===== config.mk =====
export PLATFORM = sky130hd
export DESIGN_NAME = sbc_standby_ctrl
export DESIGN_NICKNAME = d
export VERILOG_FILES = /design/src/include/sbc_pkg.sv /design/src/logic/sbc_standby_ctrl.sv /design/src/logic/sbc_level_filter.sv
export VERILOG_INCLUDE_DIRS = /design/src /design/src/include
export SDC_FILE = /design/constraint.sdc
export NUM_CORES = 1
export LEC_CHECK = 0
export ABC_AREA = 1
export BUFFER_PORTS_ARGS = -buffer_cell sky130_fd_sc_hd__buf_2
export CAP_MARGIN = 0
export CORE_MARGIN = 2
export CORE_UTILIZATION = 45
export CTS_BUF_LIST = sky130_fd_sc_hd__clkbuf_4 sky130_fd_sc_hd__clkbuf_8
export CTS_CLUSTER_DIAMETER = 200
export DETAILED_ROUTE_END_ITERATION = 8
export PLACE_DENSITY = 0.7
export REMOVE_ABC_BUFFERS = 1
export SLEW_MARGIN = 20
export SYNTH_ARGS = -nofsm -noshare
export SYNTH_HDL_FRONTEND = slang
export SYNTH_SLANG_ARGS = --single-unit

===== constraint.sdc =====
create_clock -name clk_in -period 1.7 [get_ports clk_in]
set_input_delay 0.085 -clock clk_in [delete_from_list [all_inputs] [get_ports clk_in]]
set_output_delay 0.085 -clock clk_in [all_outputs]
set_load 0.005 [all_outputs]

===== src/include/sbc_params.svh =====
// Purpose: Constants for the standby, halt and enable-pin control block.
// Assumes: 10 MHz system clock, 4-bit register file words.
// Notes:   Offsets are register-file and peripheral addresses.
`ifndef SBC_PARAMS_SVH
`define SBC_PARAMS_SVH
`define SBC_ADDR_PIN_LEVEL   8'h07
`define SBC_ADDR_LCD_MODE    8'h10
`define SBC_ADDR_KEY_SRC     8'h42
`define SBC_BIT_LEVEL        0
`define SBC_BIT_KEY_SRC_EN   0
`define SBC_MASK_KEY         0
`define SBC_MASK_CARRY       1
`define SBC_MASK_INTR        3
`define SBC_CLK_HZ           10000000
`define SBC_FILTER_MIN_US    110
`define SBC_FILTER_MAX_US    165
`define SBC_FILTER_CYC       ((`SBC_FILTER_MIN_US * (`SBC_CLK_HZ / 1000000)))
`define SBC_LCD_RESET        4'h0
`define SBC_KEY_SRC_RESET    4'h0
`endif


===== src/include/sbc_pkg.sv =====
// Purpose: Types shared by the standby control block.
// Assumes: Nothing beyond the header.
// Notes:   Release mask layout is key, carry, unused, interrupt.
package sbc_pkg;
  typedef enum logic [1:0] {
    SBC_RUN  = 2'b00,
    SBC_HALT = 2'b01,
    SBC_RST  = 2'b10
  } sbc_state_t;

  typedef struct packed {
    logic       wr;
    logic       rd;
    logic [7:0] addr;
    logic [3:0] wdata;
  } sbc_reg_req_t;

  typedef struct packed {
    logic       halt;
    logic       stop;
    logic [3:0] mask;
  } sbc_instr_t;
endpackage : sbc_pkg


===== src/logic/sbc_standby_ctrl.sv =====
// Purpose: Halt state, clock-stop gating, enable-pin reset and key latch.
// Assumes: All inputs synchronous to clk_in; registers reached by the
//          device's register-file and peripheral ports.
// Notes:   Reset request is a one-cycle pulse aligned to a carry tick.
`timescale 1ns/1ns
`include "sbc_params.svh"

//////////////////////////////////////////////////////////////////////////////
// How it works
// - Clock stop only when enable pin low.
// - Clock stop with pin high is no-op.
// - Pin rising edge resets at next carry.
// - Pin levels shorter than filter ignored.
// - Filtered pin level readable at 07H.
// - Unused level register bits read zero.
// - Halt freezes CPU until release.
// - Peripherals keep running while halted.
// - Halt works regardless of pin level.
// - Four-bit mask selects release sources.
// - Any enabled condition releases halt.
// - Resume at instruction after halt.
// - Zero mask releases only by reset.
// - Key release on any high key.
// - Key source disabled gives pull-downs.
// - Key source data register at 42H.
// - Multiplexed latch samples during key-source only.
// - Segment high without source bit ignored.
// - Converter pin cut off, latch holds.
// - Key pins also general inputs with pull-downs.
// - Carry flag sets at fixed interval.
// - Interrupt release needs enable, permit, request.
module sbc_standby_ctrl #(
  parameter int FILTER_CYC = `SBC_FILTER_CYC
) (
  input  wire logic                  clk_in,
  input  wire logic                  rst_in,
  input  wire logic                  clk_en_in,
  input  wire logic                  enable_pin_in,
  input  wire logic [3:0]            key_input_pin_in,
  input  wire logic                  key_source_phase_in,
  input  wire logic                  adc_sel_valid_in,
  input  wire logic [1:0]            adc_sel_in,
  input  wire logic                  timer_carry_flag_in,
  input  wire logic                  global_int_enable_in,
  input  wire logic [1:0]            int_permit_in,
  input  wire logic [1:0]            int_request_in,
  input  wire sbc_pkg::sbc_instr_t   instr_in,
  input  wire sbc_pkg::sbc_reg_req_t reg_in,
  output logic [3:0]                 reg_rdata_out,
  output logic                       cpu_hold_out,
  output logic                       halt_resume_out,
  output logic                       clock_stop_out,
  output logic                       enable_reset_out,
  output logic [3:0]                 key_pulldown_out,
  output logic [3:0]                 key_source_data_out
);
  //////////////////////////////////////////////////////////////////////////
  sbc_pkg::sbc_state_t state_ff;
  sbc_pkg::sbc_state_t nxt_state;
  logic [3:0] mask_ff;
  logic [3:0] lcd_mode_ff;
  logic [3:0] key_src_ff;
  logic [3:0] key_latch_ff;
  logic [3:0] rdata_ff;
  logic       level_d_ff;
  logic       rst_pend_ff;
  logic       hold_ff;
  logic       resume_ff;
  logic       stop_ff;
  logic       erst_ff;
  logic [3:0] pull_ff;
  logic       level;

  sbc_level_filter #(
    .CYCLES (FILTER_CYC)
  ) u_filter (
    .clk_in    (clk_in),
    .rst_in    (rst_in),
    .ce_in     (clk_en_in),
    .raw_in    (enable_pin_in),
    .level_out (level)
  );

  //////////////////////////////////////////////////////////////////////////
  // Register decode.
  wire logic wr_lcd   = reg_in.wr && reg_in.addr == `SBC_ADDR_LCD_MODE;
  wire logic wr_ksrc  = reg_in.wr && reg_in.addr == `SBC_ADDR_KEY_SRC;
  wire logic ks_en    = lcd_mode_ff[`SBC_BIT_KEY_SRC_EN];
  wire logic [3:0] level_word = {3'b000, level};
  wire logic [3:0] nxt_rdata =
      (reg_in.addr == `SBC_ADDR_PIN_LEVEL) ? level_word :
      (reg_in.addr == `SBC_ADDR_LCD_MODE)  ? lcd_mode_ff :
      (reg_in.addr == `SBC_ADDR_KEY_SRC)   ? key_src_ff : 4'h0;

  //////////////////////////////////////////////////////////////////////////
  // Key latch: multiplexed mode samples only pins with a source bit set
  // during the key-source phase; the converter pin is cut off and keeps
  // whatever it last held, so a stale high can release halt at once.
  wire logic [3:0] adc_cut = adc_sel_valid_in ? (4'h1 << adc_sel_in) : 4'h0;
  wire logic [3:0] sample_en = ks_en ? (key_src_ff & {4{key_source_phase_in}})
                                     : 4'hf;
  wire logic [3:0] take = sample_en & ~adc_cut;
  wire logic [3:0] nxt_latch = (key_latch_ff & ~take) | (key_input_pin_in & take);
  wire logic [3:0] nxt_pull = ks_en ? {4{key_source_phase_in}} : 4'hf;

  //////////////////////////////////////////////////////////////////////////
  // Release conditions.
  wire logic key_hit   = mask_ff[`SBC_MASK_KEY] && |key_latch_ff;
  wire logic carry_hit = mask_ff[`SBC_MASK_CARRY] && timer_carry_flag_in;
  wire logic int_hit   = mask_ff[`SBC_MASK_INTR] && global_int_enable_in
                         && |(int_permit_in & int_request_in);
  wire logic release_hit = key_hit || carry_hit || int_hit;
  wire logic rise = level && !level_d_ff;
  wire logic fire_rst = (rst_pend_ff || rise) && timer_carry_flag_in;
  wire logic [3:0] instr_mask = {1'b0, instr_in.mask[2:0] & 3'b011}
                                | {instr_in.mask[3], 3'b000};

  always_comb
  begin
    nxt_state = state_ff;
    unique case (state_ff)
      sbc_pkg::SBC_RUN:
        if (instr_in.halt)
          nxt_state = sbc_pkg::SBC_HALT;
      sbc_pkg::SBC_HALT:
        if (release_hit)
          nxt_state = sbc_pkg::SBC_RUN;
      sbc_pkg::SBC_RST:
        nxt_state = sbc_pkg::SBC_RUN;
      default:
        nxt_state = sbc_pkg::SBC_RUN;
    endcase
    if (fire_rst)
      nxt_state = sbc_pkg::SBC_RST;
  end

  //////////////////////////////////////////////////////////////////////////
  always_ff @(posedge clk_in)
  begin
    if (rst_in)
    begin
      state_ff     <= sbc_pkg::SBC_RUN;
      mask_ff      <= 4'h0;
      lcd_mode_ff  <= `SBC_LCD_RESET;
      key_src_ff   <= `SBC_KEY_SRC_RESET;
      key_latch_ff <= 4'h0;
      rdata_ff     <= 4'h0;
      level_d_ff   <= 1'b0;
      rst_pend_ff  <= 1'b0;
      hold_ff      <= 1'b0;
      resume_ff    <= 1'b0;
      stop_ff      <= 1'b0;
      erst_ff      <= 1'b0;
      pull_ff      <= 4'hf;
    end
    else if (clk_en_in)
    begin
      state_ff     <= nxt_state;
      if (state_ff == sbc_pkg::SBC_RUN && instr_in.halt)
        mask_ff <= instr_mask;
      if (wr_lcd)
        lcd_mode_ff <= reg_in.wdata;
      if (wr_ksrc)
        key_src_ff <= reg_in.wdata;
      key_latch_ff <= nxt_latch;
      if (reg_in.rd)
        rdata_ff <= nxt_rdata;
      level_d_ff   <= level;
      rst_pend_ff  <= !fire_rst && (rst_pend_ff || rise);
      hold_ff      <= nxt_state == sbc_pkg::SBC_HALT;
      resume_ff    <= state_ff == sbc_pkg::SBC_HALT && nxt_state == sbc_pkg::SBC_RUN;
      stop_ff      <= instr_in.stop && !level;
      erst_ff      <= fire_rst;
      pull_ff      <= nxt_pull;
    end
  end

  assign reg_rdata_out       = rdata_ff;
  assign cpu_hold_out        = hold_ff;
  assign halt_resume_out     = resume_ff;
  assign clock_stop_out      = stop_ff;
  assign enable_reset_out    = erst_ff;
  assign key_pulldown_out    = pull_ff;
  assign key_source_data_out = key_src_ff;

  //////////////////////////////////////////////////////////////////////////
  property p_stop_gated;
    @(posedge clk_in) disable iff (rst_in)
      clk_en_in && instr_in.stop && level |=> !clock_stop_out;
  endproperty
  a_stop_gated: assert property (p_stop_gated) else $error("stop taken with pin high");

  property p_stop_low;
    @(posedge clk_in) disable iff (rst_in)
      clk_en_in && instr_in.stop && !level |=> clock_stop_out;
  endproperty
  a_stop_low: assert property (p_stop_low) else $error("stop lost with pin low");

  property p_reset_on_carry;
    @(posedge clk_in) disable iff (rst_in)
      clk_en_in && $rose(enable_reset_out) |-> $past(timer_carry_flag_in);
  endproperty
  a_reset_on_carry: assert property (p_reset_on_carry) else $error("reset off carry");

  property p_level_reg;
    @(posedge clk_in) disable iff (rst_in)
      clk_en_in && reg_in.rd && reg_in.addr == `SBC_ADDR_PIN_LEVEL
      |=> reg_rdata_out[3:1] == 3'b000 && reg_rdata_out[0] == $past(level);
  endproperty
  a_level_reg: assert property (p_level_reg) else $error("level register wrong");

  property p_halt_enter;
    @(posedge clk_in) disable iff (rst_in)
      clk_en_in && state_ff == sbc_pkg::SBC_RUN && instr_in.halt && !fire_rst
      |=> cpu_hold_out;
  endproperty
  a_halt_enter: assert property (p_halt_enter) else $error("halt not entered");

  property p_release;
    @(posedge clk_in) disable iff (rst_in)
      clk_en_in && state_ff == sbc_pkg::SBC_HALT && release_hit && !fire_rst
      |=> !cpu_hold_out && halt_resume_out;
  endproperty
  a_release: assert property (p_release) else $error("halt not released");

  property p_zero_mask;
    @(posedge clk_in) disable iff (rst_in)
      clk_en_in && state_ff == sbc_pkg::SBC_HALT && mask_ff == 4'h0 && !fire_rst
      |=> state_ff == sbc_pkg::SBC_HALT;
  endproperty
  a_zero_mask: assert property (p_zero_mask) else $error("zero mask released");

  property p_mask_bit2;
    @(posedge clk_in) disable iff (rst_in)
      clk_en_in && state_ff == sbc_pkg::SBC_RUN && instr_in.halt
      |=> mask_ff == {$past(instr_in.mask[3]), 1'b0, $past(instr_in.mask[1:0])};
  endproperty
  a_mask_bit2: assert property (p_mask_bit2) else $error("unused mask bit set");

  property p_pulldown;
    @(posedge clk_in) disable iff (rst_in)
      clk_en_in && !ks_en |=> key_pulldown_out == 4'hf;
  endproperty
  a_pulldown: assert property (p_pulldown) else $error("pull-downs off");

  property p_level_steady;
    @(posedge clk_in) disable iff (rst_in)
      clk_en_in && enable_pin_in == level |=> level == $past(level);
  endproperty
  a_level_steady: assert property (p_level_steady) else $error("level moved");

  property p_key_follow;
    @(posedge clk_in) disable iff (rst_in)
      clk_en_in && !ks_en && !adc_sel_valid_in |=> key_latch_ff == $past(key_input_pin_in);
  endproperty
  a_key_follow: assert property (p_key_follow) else $error("key latch lost pin");

  property p_seg_isolate;
    @(posedge clk_in) disable iff (rst_in)
      clk_en_in && ks_en && !key_source_phase_in |=> key_latch_ff == $past(key_latch_ff);
  endproperty
  a_seg_isolate: assert property (p_seg_isolate) else $error("latch moved in segment");

  property p_src_only;
    @(posedge clk_in) disable iff (rst_in)
      clk_en_in && ks_en
      |=> (key_latch_ff & ~$past(key_src_ff)) == ($past(key_latch_ff) & ~$past(key_src_ff));
  endproperty
  a_src_only: assert property (p_src_only) else $error("non-source pin latched");

  property p_adc_hold;
    @(posedge clk_in) disable iff (rst_in)
      clk_en_in && adc_sel_valid_in
      |=> (key_latch_ff & $past(adc_cut)) == ($past(key_latch_ff) & $past(adc_cut));
  endproperty
  a_adc_hold: assert property (p_adc_hold) else $error("converter pin latched");

  property p_pull_phase;
    @(posedge clk_in) disable iff (rst_in)
      clk_en_in && ks_en |=> key_pulldown_out == {4{$past(key_source_phase_in)}};
  endproperty
  a_pull_phase: assert property (p_pull_phase) else $error("pull-downs off phase");

  property p_carry_release;
    @(posedge clk_in) disable iff (rst_in)
      clk_en_in && state_ff == sbc_pkg::SBC_HALT && mask_ff[`SBC_MASK_CARRY]
      && timer_carry_flag_in && !fire_rst |=> halt_resume_out;
  endproperty
  a_carry_release: assert property (p_carry_release) else $error("carry missed");

  // Only an enabled and permitted request may end a halt that waits for interrupts.
  property p_int_gate;
    @(posedge clk_in) disable iff (rst_in)
      clk_en_in && state_ff == sbc_pkg::SBC_HALT && !key_hit && !carry_hit
      && !(global_int_enable_in && |(int_permit_in & int_request_in)) && !fire_rst
      |=> cpu_hold_out;
  endproperty
  a_int_gate: assert property (p_int_gate) else $error("unpermitted release");

  property p_reset_clears;
    @(posedge clk_in) disable iff (rst_in)
      clk_en_in && fire_rst |=> enable_reset_out && !cpu_hold_out;
  endproperty
  a_reset_clears: assert property (p_reset_clears) else $error("reset left halt");

  property p_resume_pulse;
    @(posedge clk_in) disable iff (rst_in)
      clk_en_in && halt_resume_out |=> !halt_resume_out;
  endproperty
  a_resume_pulse: assert property (p_resume_pulse) else $error("resume too long");
endmodule : sbc_standby_ctrl


===== src/logic/sbc_level_filter.sv =====
// Purpose: Accepts a level only after it has held for the filter time.
// Assumes: Input synchronous to clk_in.
// Notes:   Shorter pulses of either level are dropped.
`timescale 1ns/1ns
module sbc_level_filter #(
  parameter int CYCLES = 1100
) (
  input  wire logic clk_in,
  input  wire logic rst_in,
  input  wire logic ce_in,
  input  wire logic raw_in,
  output logic      level_out
);
  logic [$clog2(CYCLES+1)-1:0] cnt_ff;
  logic                        level_ff;
  wire logic differs = raw_in != level_ff;
  wire logic done    = cnt_ff == ($clog2(CYCLES+1))'(CYCLES - 1);

  always_ff @(posedge clk_in)
  begin
    if (rst_in)
    begin
      cnt_ff   <= '0;
      level_ff <= 1'b0;
    end
    else if (ce_in)
    begin
      if (!differs)
        cnt_ff <= '0;
      else if (done)
      begin
        cnt_ff   <= '0;
        level_ff <= raw_in;
      end
      else
        cnt_ff <= cnt_ff + 1'b1;
    end
  end
  assign level_out = level_ff;
endmodule : sbc_level_filter


==> results of run 1 <==
==> final cells by class <==
type	count	area [um2]	area share
Clock buffer	7	96.3	0.0401
Inverter	37	139	0.0578
Multi-Input combinational cell	195	1030	0.428
Sequential cell	40	801	0.333
Tap cell	52	65.1	0.0271
Timing Repair Buffer	54	275	0.114
==> cell usage after synthesis (2+ instances only) <==
master	instances	area, um2
nand2_1	48	180
dfxtp_1	40	801
inv_1	31	116
nor2_1	29	109
nand3_1	27	135
a21oi_1	22	110
o21ai_0	14	70.1
nor3_1	9	45.0
o21ai_1	8	40.0
inv_2	6	22.5
nand4_1	6	37.5
xor2_1	6	52.6
buf_4	4	30.0
a21oi_2	3	26.3
nand2_2	3	18.8
nor3_2	3	30.0
nor3_4	3	48.8
a21o_1	2	15.0
buf_2	2	10.0
clkbuf_1	2	7.51
nand2_4	2	22.5
==> logic make-up after synthesis <==
logic type	count (synthesis)
AO/OA/AOI/OAI	52
adder cells (fa/ha/maj)	1
AND/OR/NAND/NOR	135
XOR/XNOR	7
buffers and inverters	46
flip-flops	40
==> critical path, stage by stage (launching register included) <==
cell and delay (ns):
dfxtp_1 0.37, ha_1 0.19, nand2_1 0.06, nor3_1 0.13, nand3b_1 0.14, nand2_1 0.08, nand2_1 0.06, nand2_2 0.14
nor2_1 0.06
==> where the power goes <==
| group | leakage [uW] | internal, uW | switching (uW) | total [uW] |
|---|---|---|---|---|
| clock | 0.0000503 | 362 | 319 | 681 |
| sequential | 0.000325 | 964 | 14.5 | 978 |
| combinational | 0.000697 | 82.5 | 120 | 203 |
| total | 0.00107 | 1410 | 454 | 1860 |
==> path summary, 6_finish.rpt <==
| kind | start | end | slack (ns) | cells after the start |
|---|---|---|---|---|
| max | u_filter.cnt_ff[1] | u_filter.cnt_ff[0] | 0.35 | 8 |
| min | timer_carry_flag_in | rst_pend_ff | 0.03 | 2 |
| max reg2reg | u_filter.cnt_ff[1] | u_filter.cnt_ff[0] | 0.35 | 8 |
| min reg2reg | flip-flop | flip-flop | 0.44 | 2 |
==> layer usage <==
| metal | share of wire | GRT usage | up-vias |
|---|---|---|---|
| met5 | 0 | 0 | - |
| met3 | 0.044 | 0.0527 | 6 |
| met4 | 0.013 | 0.0587 | 0 |
| met1 | 0.46 | 0.224 | 862 |
| met2 | 0.48 | 0.312 | 40 |
| li1 | - | - | 1025 |
==> flip-flops by register name (all words and copies together) (netlist names), named ones only <==
name,flops
cpu_hold_out,1
clock_stop_out,1
u_filter.level_out,1
key_source_data_out,4
key_pulldown_out,1
lcd_mode_ff,4
mask_ff,3
enable_reset_out,1
state_ff,2
reg_rdata_out,4
halt_resume_out,1
u_filter.cnt_ff,11
level_d_ff,1
rst_pend_ff,1
==> per-stage QoR <==
| stage | instances | hold WS (ns) | power [uW] |
|---|---|---|---|
| 3_5_place_dp | 378 | 0.334 | 1210 |
| 2_1_floorplan | 272 | 0.147 | 1100 |
| 4_1_cts | 385 | 0.0221 | 1880 |
| 5_1_grt | 385 | 0.0380 | 1940 |
| 3_3_place_gp | 378 | 0.331 | 1200 |
| 6_report | 385 | 0.0291 | 1860 |
==> out/qor.csv, run 1 <==
metric,value,unit
clk sink count,40,
Nets,372,
total grt overflow,0,
XOR/XNOR share of the synthesized area,0.0303,
top-level port count,54,
share of cells above drive strength 1,0.252,
"commonest non-fill, non-tap cell in the layout",buf_2,
Synth Area in Compound Gates,0.141,
Yosys warnings,0,
DRT iter0 DRCs,57,
Cell variety after synth,32,
CTS tree,built,
full die area,0.00504,mm2
largest net degree at the start of global routing,22,
"Primary FF master, synth",dfxtp_1,
Post-CTS Hold Fix Bufs,0,
Post-Synth Simple-Gate Area,0.332,
Lkg Pwr,0.00107,uW
Post-DP Area,0.00231,mm2
Post-Syn Area per Cell,7.19,um2
Synth-to-Final Area Change,19.0,%
Tcrit/Tclk final,0.796,
CTS max path bufs,2,
clock skew,0.0102,ns
synthesized area,0.00202,mm2
Mapped Cells,281,
Detailed Routing Iterations Pass 1,4,
Post-DRT Antenna Nets,0,
sequential share of the synthesized area,0.396,
initial antenna violation count,0,
row cnt,24,
Port Buf Inserts,52,
relative slew slack,0.628,
synthesized flop and latch total,40,
Post-Synth Adder-Cell Area,0.00619,
worst slack at placement,0.337,ns
Root Driver,clkbuf_8,
Total GRT Usage,0.183,
crit path capture type,flip-flop,
Core ar.,0.00435,mm2
Critical Path Start Type,flip-flop,
unrepaired setup endpoints after global routing,false,
routed wire length,4250,um
Final Wtd Congestion,0.861,
first-pass GRT wire length,7430,um
Post-synth EDFFs,0,
fin util,0.552,
Cell Pwr Density,774,mW/mm2
status,"finished, final reports clean",
Filler cells,438,
Die Y,71.0,um
CP Max Fanout,8,
routed vias,1933,
Worst-Margin Slew,0.558,ns
Fin. Hold Viols,0,
asr flop ratio synth,0,
max-slew violation count,0,
most frequent cells in the layout,"buf_2 (52), nand2_1 (48), dfxtp_1 (40)",
design area,0.00240,mm2
max_cap viols,0,
Setup CP Type,reg -> reg,
placed wire-length estimate,3280,um
HP Class,in -> reg,
Setup-failing EPs final,0,
DR DRC count,0,
Starting Density,0.464,
post-cts gate resize count,0,
Setup WS post-layout,0.346,ns
WL/cell,11.0,um
vias in the first global route,1813,
max frequency,739,MHz
Worst Path Required,1.88,ns
largest family of logic cells by synthesized area,simple AND/OR/NAND/NOR gates,
DR vias/cell,5.02,
setup_tns,0,ns
Skew-Pair Late Insertion Delay,0.29,ns
Clock transition at path regs,0.08,ns
Final min period,1.35,ns
Chip Width,71.0,um
number of H-tree levels,2,
critical path data arrival time,1.53,ns
# diodes,0,
TritonCTS Buffers,5,
post-synthesis mux area share,0,
Max VDD drop,417,uV
Setup Buffers After CTS,0,
(Power assumes the default switching activity.)
==> run 2: changes to the inputs <==
--- a/config.mk
+++ b/config.mk
@@ -14,7 +14,7 @@
 export CTS_BUF_LIST = sky130_fd_sc_hd__clkbuf_4 sky130_fd_sc_hd__clkbuf_8
 export CTS_CLUSTER_DIAMETER = 200
 export DETAILED_ROUTE_END_ITERATION = 8
-export PLACE_DENSITY = 0.7
+export PLACE_DENSITY = 0.73
 export REMOVE_ABC_BUFFERS = 1
 export SLEW_MARGIN = 20
 export SYNTH_ARGS = -nofsm -noshare
==> constraint.sdc (replaced) <==
create_clock -name clk_in -period 1.2 [get_ports clk_in]
set_input_delay 0.06 -clock clk_in [delete_from_list [all_inputs] [get_ports clk_in]]
set_output_delay 0.06 -clock clk_in [all_outputs]
set_load 0.005 [all_outputs]
==> out/qor.csv, run 2 (same netlist as run 1, synthesis figures left out) <==
metric,value,unit,change
Setup CP Type,reg -> reg,,
Nets,390,,+4.8%
Die Y,71.0,um,unchanged
max-slew violation count,0,,unchanged
DR vias/cell,5.00,,-0.32%
Worst-Margin Slew,0.297,ns,-0.261 ns
max frequency,812,MHz,+9.9%
max FFs per register,11,,unchanged
violated checks,setup timing,,
Skew-Pair Late Insertion Delay,0.29,ns,about the same
most frequent cells in the layout,"buf_2 (52), nand2_1 (46), dfxtp_1 (37)",,
Post-DRT Antenna Nets,0,,unchanged
initial antenna violation count,0,,unchanged
HP Class,in -> reg,,
full die area,0.00504,mm2,unchanged
row cnt,24,,unchanged
CP Max Fanout,5,,-3
Worst Path Required,1.43,ns,-0.45 ns
CTS tree,built,,
routed wire length,4720,um,+11%
Root Driver,clkbuf_8,,
Net Switching,670,uW,+47%
status,finished with violations,,
DR DRC count,0,,unchanged
Post-DP Area,0.00244,mm2,+5.5%
Setup WS post-layout,-0.0322,ns,-0.378 ns
Cell Int Power,1900,uW,+35%
Fin. Hold Viols,0,,unchanged
Clock power frac,0.334,,-0.032
unrepaired setup endpoints after global routing,true,,
placed wire-length estimate,3620,um,+10%
Comb pwr share,0.127,,+0.018
Reg power frac,0.539,,+0.014
clock skew,0.00319,ns,-0.00698 ns
first-pass GRT wire length,7890,um,+6.2%
Clock transition at path regs,0.07,ns,about the same
critical path data arrival time,1.46,ns,-0.07 ns
top-level port count,54,,unchanged
Chip Width,71.0,um,unchanged
DRT iter0 DRCs,82,,+44%
Port Buf Inserts,52,,unchanged
Switching Fraction,0.261,,+0.0166
CTS max path bufs,2,,unchanged
vias in the first global route,1844,,+1.7%
Hold Slack,0.0270,ns,-0.00215 ns
share of cells above drive strength 1,0.313,,+0.0611
routed vias,2017,,+4.3%
largest net degree at the start of global routing,14,,-36%
Setup-failing EPs final,8,,+8
number of H-tree levels,2,,unchanged
relative slew slack,0.797,,+0.169
Synth-to-Final Area Change,27.2,%,
crit path capture type,flip-flop,,
total grt overflow,0,,unchanged
Setup Buffers After CTS,0,,unchanged
Final Wtd Congestion,0.872,,+1.3%
Lkg Pwr,0.00116,uW,+8.0%
Pwr Total,2570,uW,+38%
max_cap viols,0,,unchanged
largest reg by FF count,u_filter.cnt_ff,,
Final min period,1.23,ns,-0.122 ns
Total GRT Usage,0.195,,+0.0113
Critical Path Start Type,flip-flop,,
Core ar.,0.00435,mm2,unchanged
# diodes,0,,unchanged
Starting Density,0.464,,unchanged
Max VDD drop,900,uV,+120%
clk sink count,40,,unchanged
flop2flop setup slack,-0.03,ns,-0.38 ns
Detailed Routing Iterations Pass 1,4,,unchanged
"commonest non-fill, non-tap cell in the layout",buf_2,,
Cell Pwr Density,1000,mW/mm2,+29%
WL/cell,11.7,um,+6.1%
Tcrit/Tclk final,1.03,,+0.230
TritonCTS Buffers,5,,unchanged
design area,0.00257,mm2,+6.9%
==> run 2: cell types whose count changed in the layout (fill, tap and decap cells not counted), sizes merged <==
cell,change
clkbuf,-2
buf,+17
clkinv,+1
dlygate4sd3,+1
clkinvlp,+1
==> run 2: worst paths after layout <==
kind,start,end,depth (start not counted)
worst max-delay path,u_filter.cnt_ff[0],u_filter.cnt_ff[10],6
worst min-delay path,reg_in[3],lcd_mode_ff[3],3
worst max register to register,u_filter.cnt_ff[0],u_filter.cnt_ff[10],6
worst min register to register,mask_ff[3],mask_ff[3],2
==> run 2: what timing repair did <==
action,4_1_cts,5_1_grt
pin swaps,3,2
endpoints found under the hold margin,1,0
resized for setup,10,3
endpoints found under the setup margin,11,15
hold buffers,1,0
==> run 2: final cells by class <==
type / count / area (um2)
Timing Repair Buffer: 72 / 413
Clock inverter: 2 / 12.5
Clock buffer: 5 / 68.8
Tap cell: 52 / 65.1
Sequential cell: 40 / 805
Fill cell: 427 / 1780
Multi-Input combinational cell: 195 / 1070
Inverter: 37 / 139
==> run 2: per-stage QoR <==
stage / instances / setup TNS (ns) / setup slack (ns) / util
after global routing: 403 / -1.17 / -0.156 / 0.591
after detailed placement: 395 / -0.866 / -0.115 / 0.559
after global placement: 395 / -0.456 / -0.0596 / 0.559
after floorplan: 272 / 0 / 0.00607 / -
final: 403 / -0.158 / -0.0322 / 0.591
after CTS: 403 / -0.186 / -0.0277 / 0.589
==> run 2: routing by layer <==
layer	vias up	track usage	routed length [um]
li1	1058	-	-
met1	905	0.228	2100
met2	47	0.352	2370
met3	7	0.0541	203
met4	0	0.0461	51
met5	-	0	0
==> run 2: power by group through the flow <==
stage	combinational (uW)	clock (uW)	sequential [uW]
5_1_grt	369	944	1390
6_report	326	858	1390
2_1_floorplan	148	0	1420
3_3_place_gp	311	0	1410
3_5_place_dp	317	0	1420
4_1_cts	325	878	1390
==> run 2: worst max-delay path, cell delays in order (launching register included) <==
cell,delay (ns)
dfxtp_2,0.36
ha_4,0.15
nand2_1,0.13
nor2_4,0.17
nand4_1,0.11
xor2_1,0.16
nor2_1,0.10
==> run 3: changes to the inputs <==
--- a/config.mk
+++ b/config.mk
@@ -10,11 +10,10 @@
 export BUFFER_PORTS_ARGS = -buffer_cell sky130_fd_sc_hd__buf_2
 export CAP_MARGIN = 0
 export CORE_MARGIN = 2
-export CORE_UTILIZATION = 45
+export CORE_UTILIZATION = 30
 export CTS_BUF_LIST = sky130_fd_sc_hd__clkbuf_4 sky130_fd_sc_hd__clkbuf_8
 export CTS_CLUSTER_DIAMETER = 200
 export DETAILED_ROUTE_END_ITERATION = 8
-export PLACE_DENSITY = 0.73
 export REMOVE_ABC_BUFFERS = 1
 export SLEW_MARGIN = 20
 export SYNTH_ARGS = -nofsm -noshare
==> out/qor.csv, run 3 (same netlist as run 1, synthesis figures left out) <==
metric,value,unit,change
TritonCTS Buffers,5,,unchanged
Fin. Hold Viols,0,,unchanged
Port Buf Inserts,52,,unchanged
WL/cell,11.0,um,-5.9%
Critical Path Start Type,flip-flop,,
Hold Crit Start,reg_in[3],,
Nets,388,,-0.51%
row cnt,29,,+21%
full die area,0.00741,mm2,+47%
Setup CP Type,reg -> reg,,
clock skew,0.0107,ns,+0.00751 ns
crit path max-delay cell type,dfxtp_2,,
number of H-tree levels,2,,unchanged
Chip Width,86.1,um,+21%
DR vias/cell,4.62,,-7.6%
crit path capture type,flip-flop,,
share of cells above drive strength 1,0.329,,+0.0152
routed vias,1974,,-2.1%
"CP delay by family, top",simple AND/OR/NAND/NOR gates,,
reg2reg end,u_filter.cnt_ff[6],,
Filler cells,678,,+59%
Hold Slack,0.0170,ns,-0.00994 ns
max FFs per register,11,,unchanged
Skew-Pair Late Insertion Delay,0.29,ns,about the same
vias in the first global route,1859,,+0.81%
Tcrit/Tclk final,1.01,,-0.0159
Core ar.,0.00642,mm2,+47%
setup_tns,-0.0433,ns,+0.115 ns
CP Max Fanout,5,,unchanged
Root Driver,clkbuf_8,,
Hold Path Sink,lcd_mode_ff[3],,
Worst R2R Path Depth,6,,unchanged
Setup-failing EPs final,7,,-1
violated checks,setup timing,,
placed wire-length estimate,3600,um,-0.47%
unrepaired setup endpoints after global routing,true,,
total grt overflow,0,,unchanged
largest net degree at the start of global routing,22,,+8
initial antenna violation count,0,,unchanged
Synth-to-Final Area Change,30.6,%,
CP bufs+invs,0,,unchanged
Worst-Margin Slew,0.349,ns,+0.0520 ns
Cell Pwr Density,1090,mW/mm2,+9.1%
most frequent cells in the layout,"buf_2 (52), nand2_1 (46), dfxtp_1 (37)",,
HP Class,in -> reg,,
Die Y,86.1,um,+21%
number of cells after detailed placement,418,,+5.8%
# diodes,0,,unchanged
Total GRT Usage,0.133,,-0.0618
max-slew violation count,0,,unchanged
Lkg Pwr,0.00117,uW,+1.0%
Final min period,1.21,ns,-0.0191 ns
critical path data arrival time,1.40,ns,-0.06 ns
max frequency,824,MHz,+1.6%
largest reg by FF count,u_filter.cnt_ff,,
DR DRC count,0,,unchanged
Worst Path Required,1.38,ns,-0.05 ns
routed wire length,4710,um,-0.25%
Clock transition at path regs,0.08,ns,about the same
Detailed Routing Iterations Pass 1,4,,unchanged
Max VDD drop,538,uV,-40%
Final Wtd Congestion,0.780,,-11%
status,finished with violations,,
worst r2r src,u_filter.cnt_ff[0],,
CTS max path bufs,2,,unchanged
Starting Density,0.315,,-0.149
fin util,0.411,,-0.180
"commonest non-fill, non-tap cell in the layout",buf_2,,
crit path cell chain,ha_4 -> nand2_1 -> nor2_4 -> nand3_1 -> xor2_1 -> nor2_2,,
worst hold path depth,3,,unchanged
CTS tree,built,,
footprint of the multi-input gates,0.00108,mm2,+1.3%
Sequential Area,805,um2,unchanged
largest stage delay on the critical path,0.36,ns,about the same
first-pass GRT wire length,7990,um,+1.2%
worst slack at placement,-0.0947,ns,+0.0203 ns
Finished Layout Cells,427,,+6.0%
flop2flop setup slack,-0.01,ns,+0.02 ns
DRT iter0 DRCs,56,,-32%
Setup WS post-layout,-0.0131,ns,+0.0191 ns
top-level port count,54,,unchanged
Post-DRT Antenna Nets,0,,unchanged
clk sink count,40,,unchanged
relative slew slack,0.761,,-0.0356
max_cap viols,0,,unchanged
run 3: timing repair:
action	in CTS	in global routing
gates cloned	0	0
pin swaps	6	5
resized for setup	9	9
hold buffers	0	0
setup buffers	0	1
endpoints found under the setup margin	10	15
run 3: tightest hold or removal path, delay by kind of cell:
kind	cells	cell delay [ns]
buf+inv	1	0.09
simple gates	2	0.13
run 3: area by class of cell:
cell class / instances / share of cell area
Timing Repair Buffer: 70 / 0.150
Multi-Input combinational cell: 195 / 0.410
Clock inverter: 2 / 0.0147
Inverter: 37 / 0.0526
Sequential cell: 40 / 0.305
Tap cell: 77 / 0.0365
Clock buffer: 6 / 0.0313
run 3: through the flow:
| stage | cell area, um2 | total power, uW |
|---|---|---|
| final | 2640 | 2880 |
| after global routing | 2640 | 3030 |
| after CTS | 2610 | 2920 |
| after detailed placement | 2450 | 1730 |
| after global placement | 2450 | 1720 |
| after floorplan | 1970 | 1560 |
run 3: report_power, final:
part | leakage, uW | total [uW] | switching [uW] | internal [uW]
clock | 0.0000614 | 1170 | 494 | 681
combinational | 0.000783 | 318 | 182 | 136
sequential | 0.000327 | 1390 | 21.3 | 1370
total | 0.00117 | 2880 | 697 | 2180
run 3: metal layers:
layer	routed length (um)	GRT usage	vias up
met2	2220	0.223	33
li1	-	-	1057
met5	0	0	-
met4	36	0.0303	0
met1	2250	0.165	879
met3	200	0.0443	5
run 3: worst max path at each step:
stage / from / to / slack (ns) / cells after the start
after floorplan: u_filter.cnt_ff[0] / u_filter.cnt_ff[2] / 0.006 / 8
after global placement: u_filter.cnt_ff[0] / u_filter.cnt_ff[6] / -0.07 / 8
after detailed placement: u_filter.cnt_ff[1] / u_filter.cnt_ff[5] / -0.09 / 8
after CTS: u_filter.cnt_ff[1] / u_filter.cnt_ff[9] / -0.04 / 8
after global routing: u_filter.cnt_ff[0] / u_filter.cnt_ff[6] / -0.14 / 8
final: u_filter.cnt_ff[0] / u_filter.cnt_ff[6] / -0.01 / 6
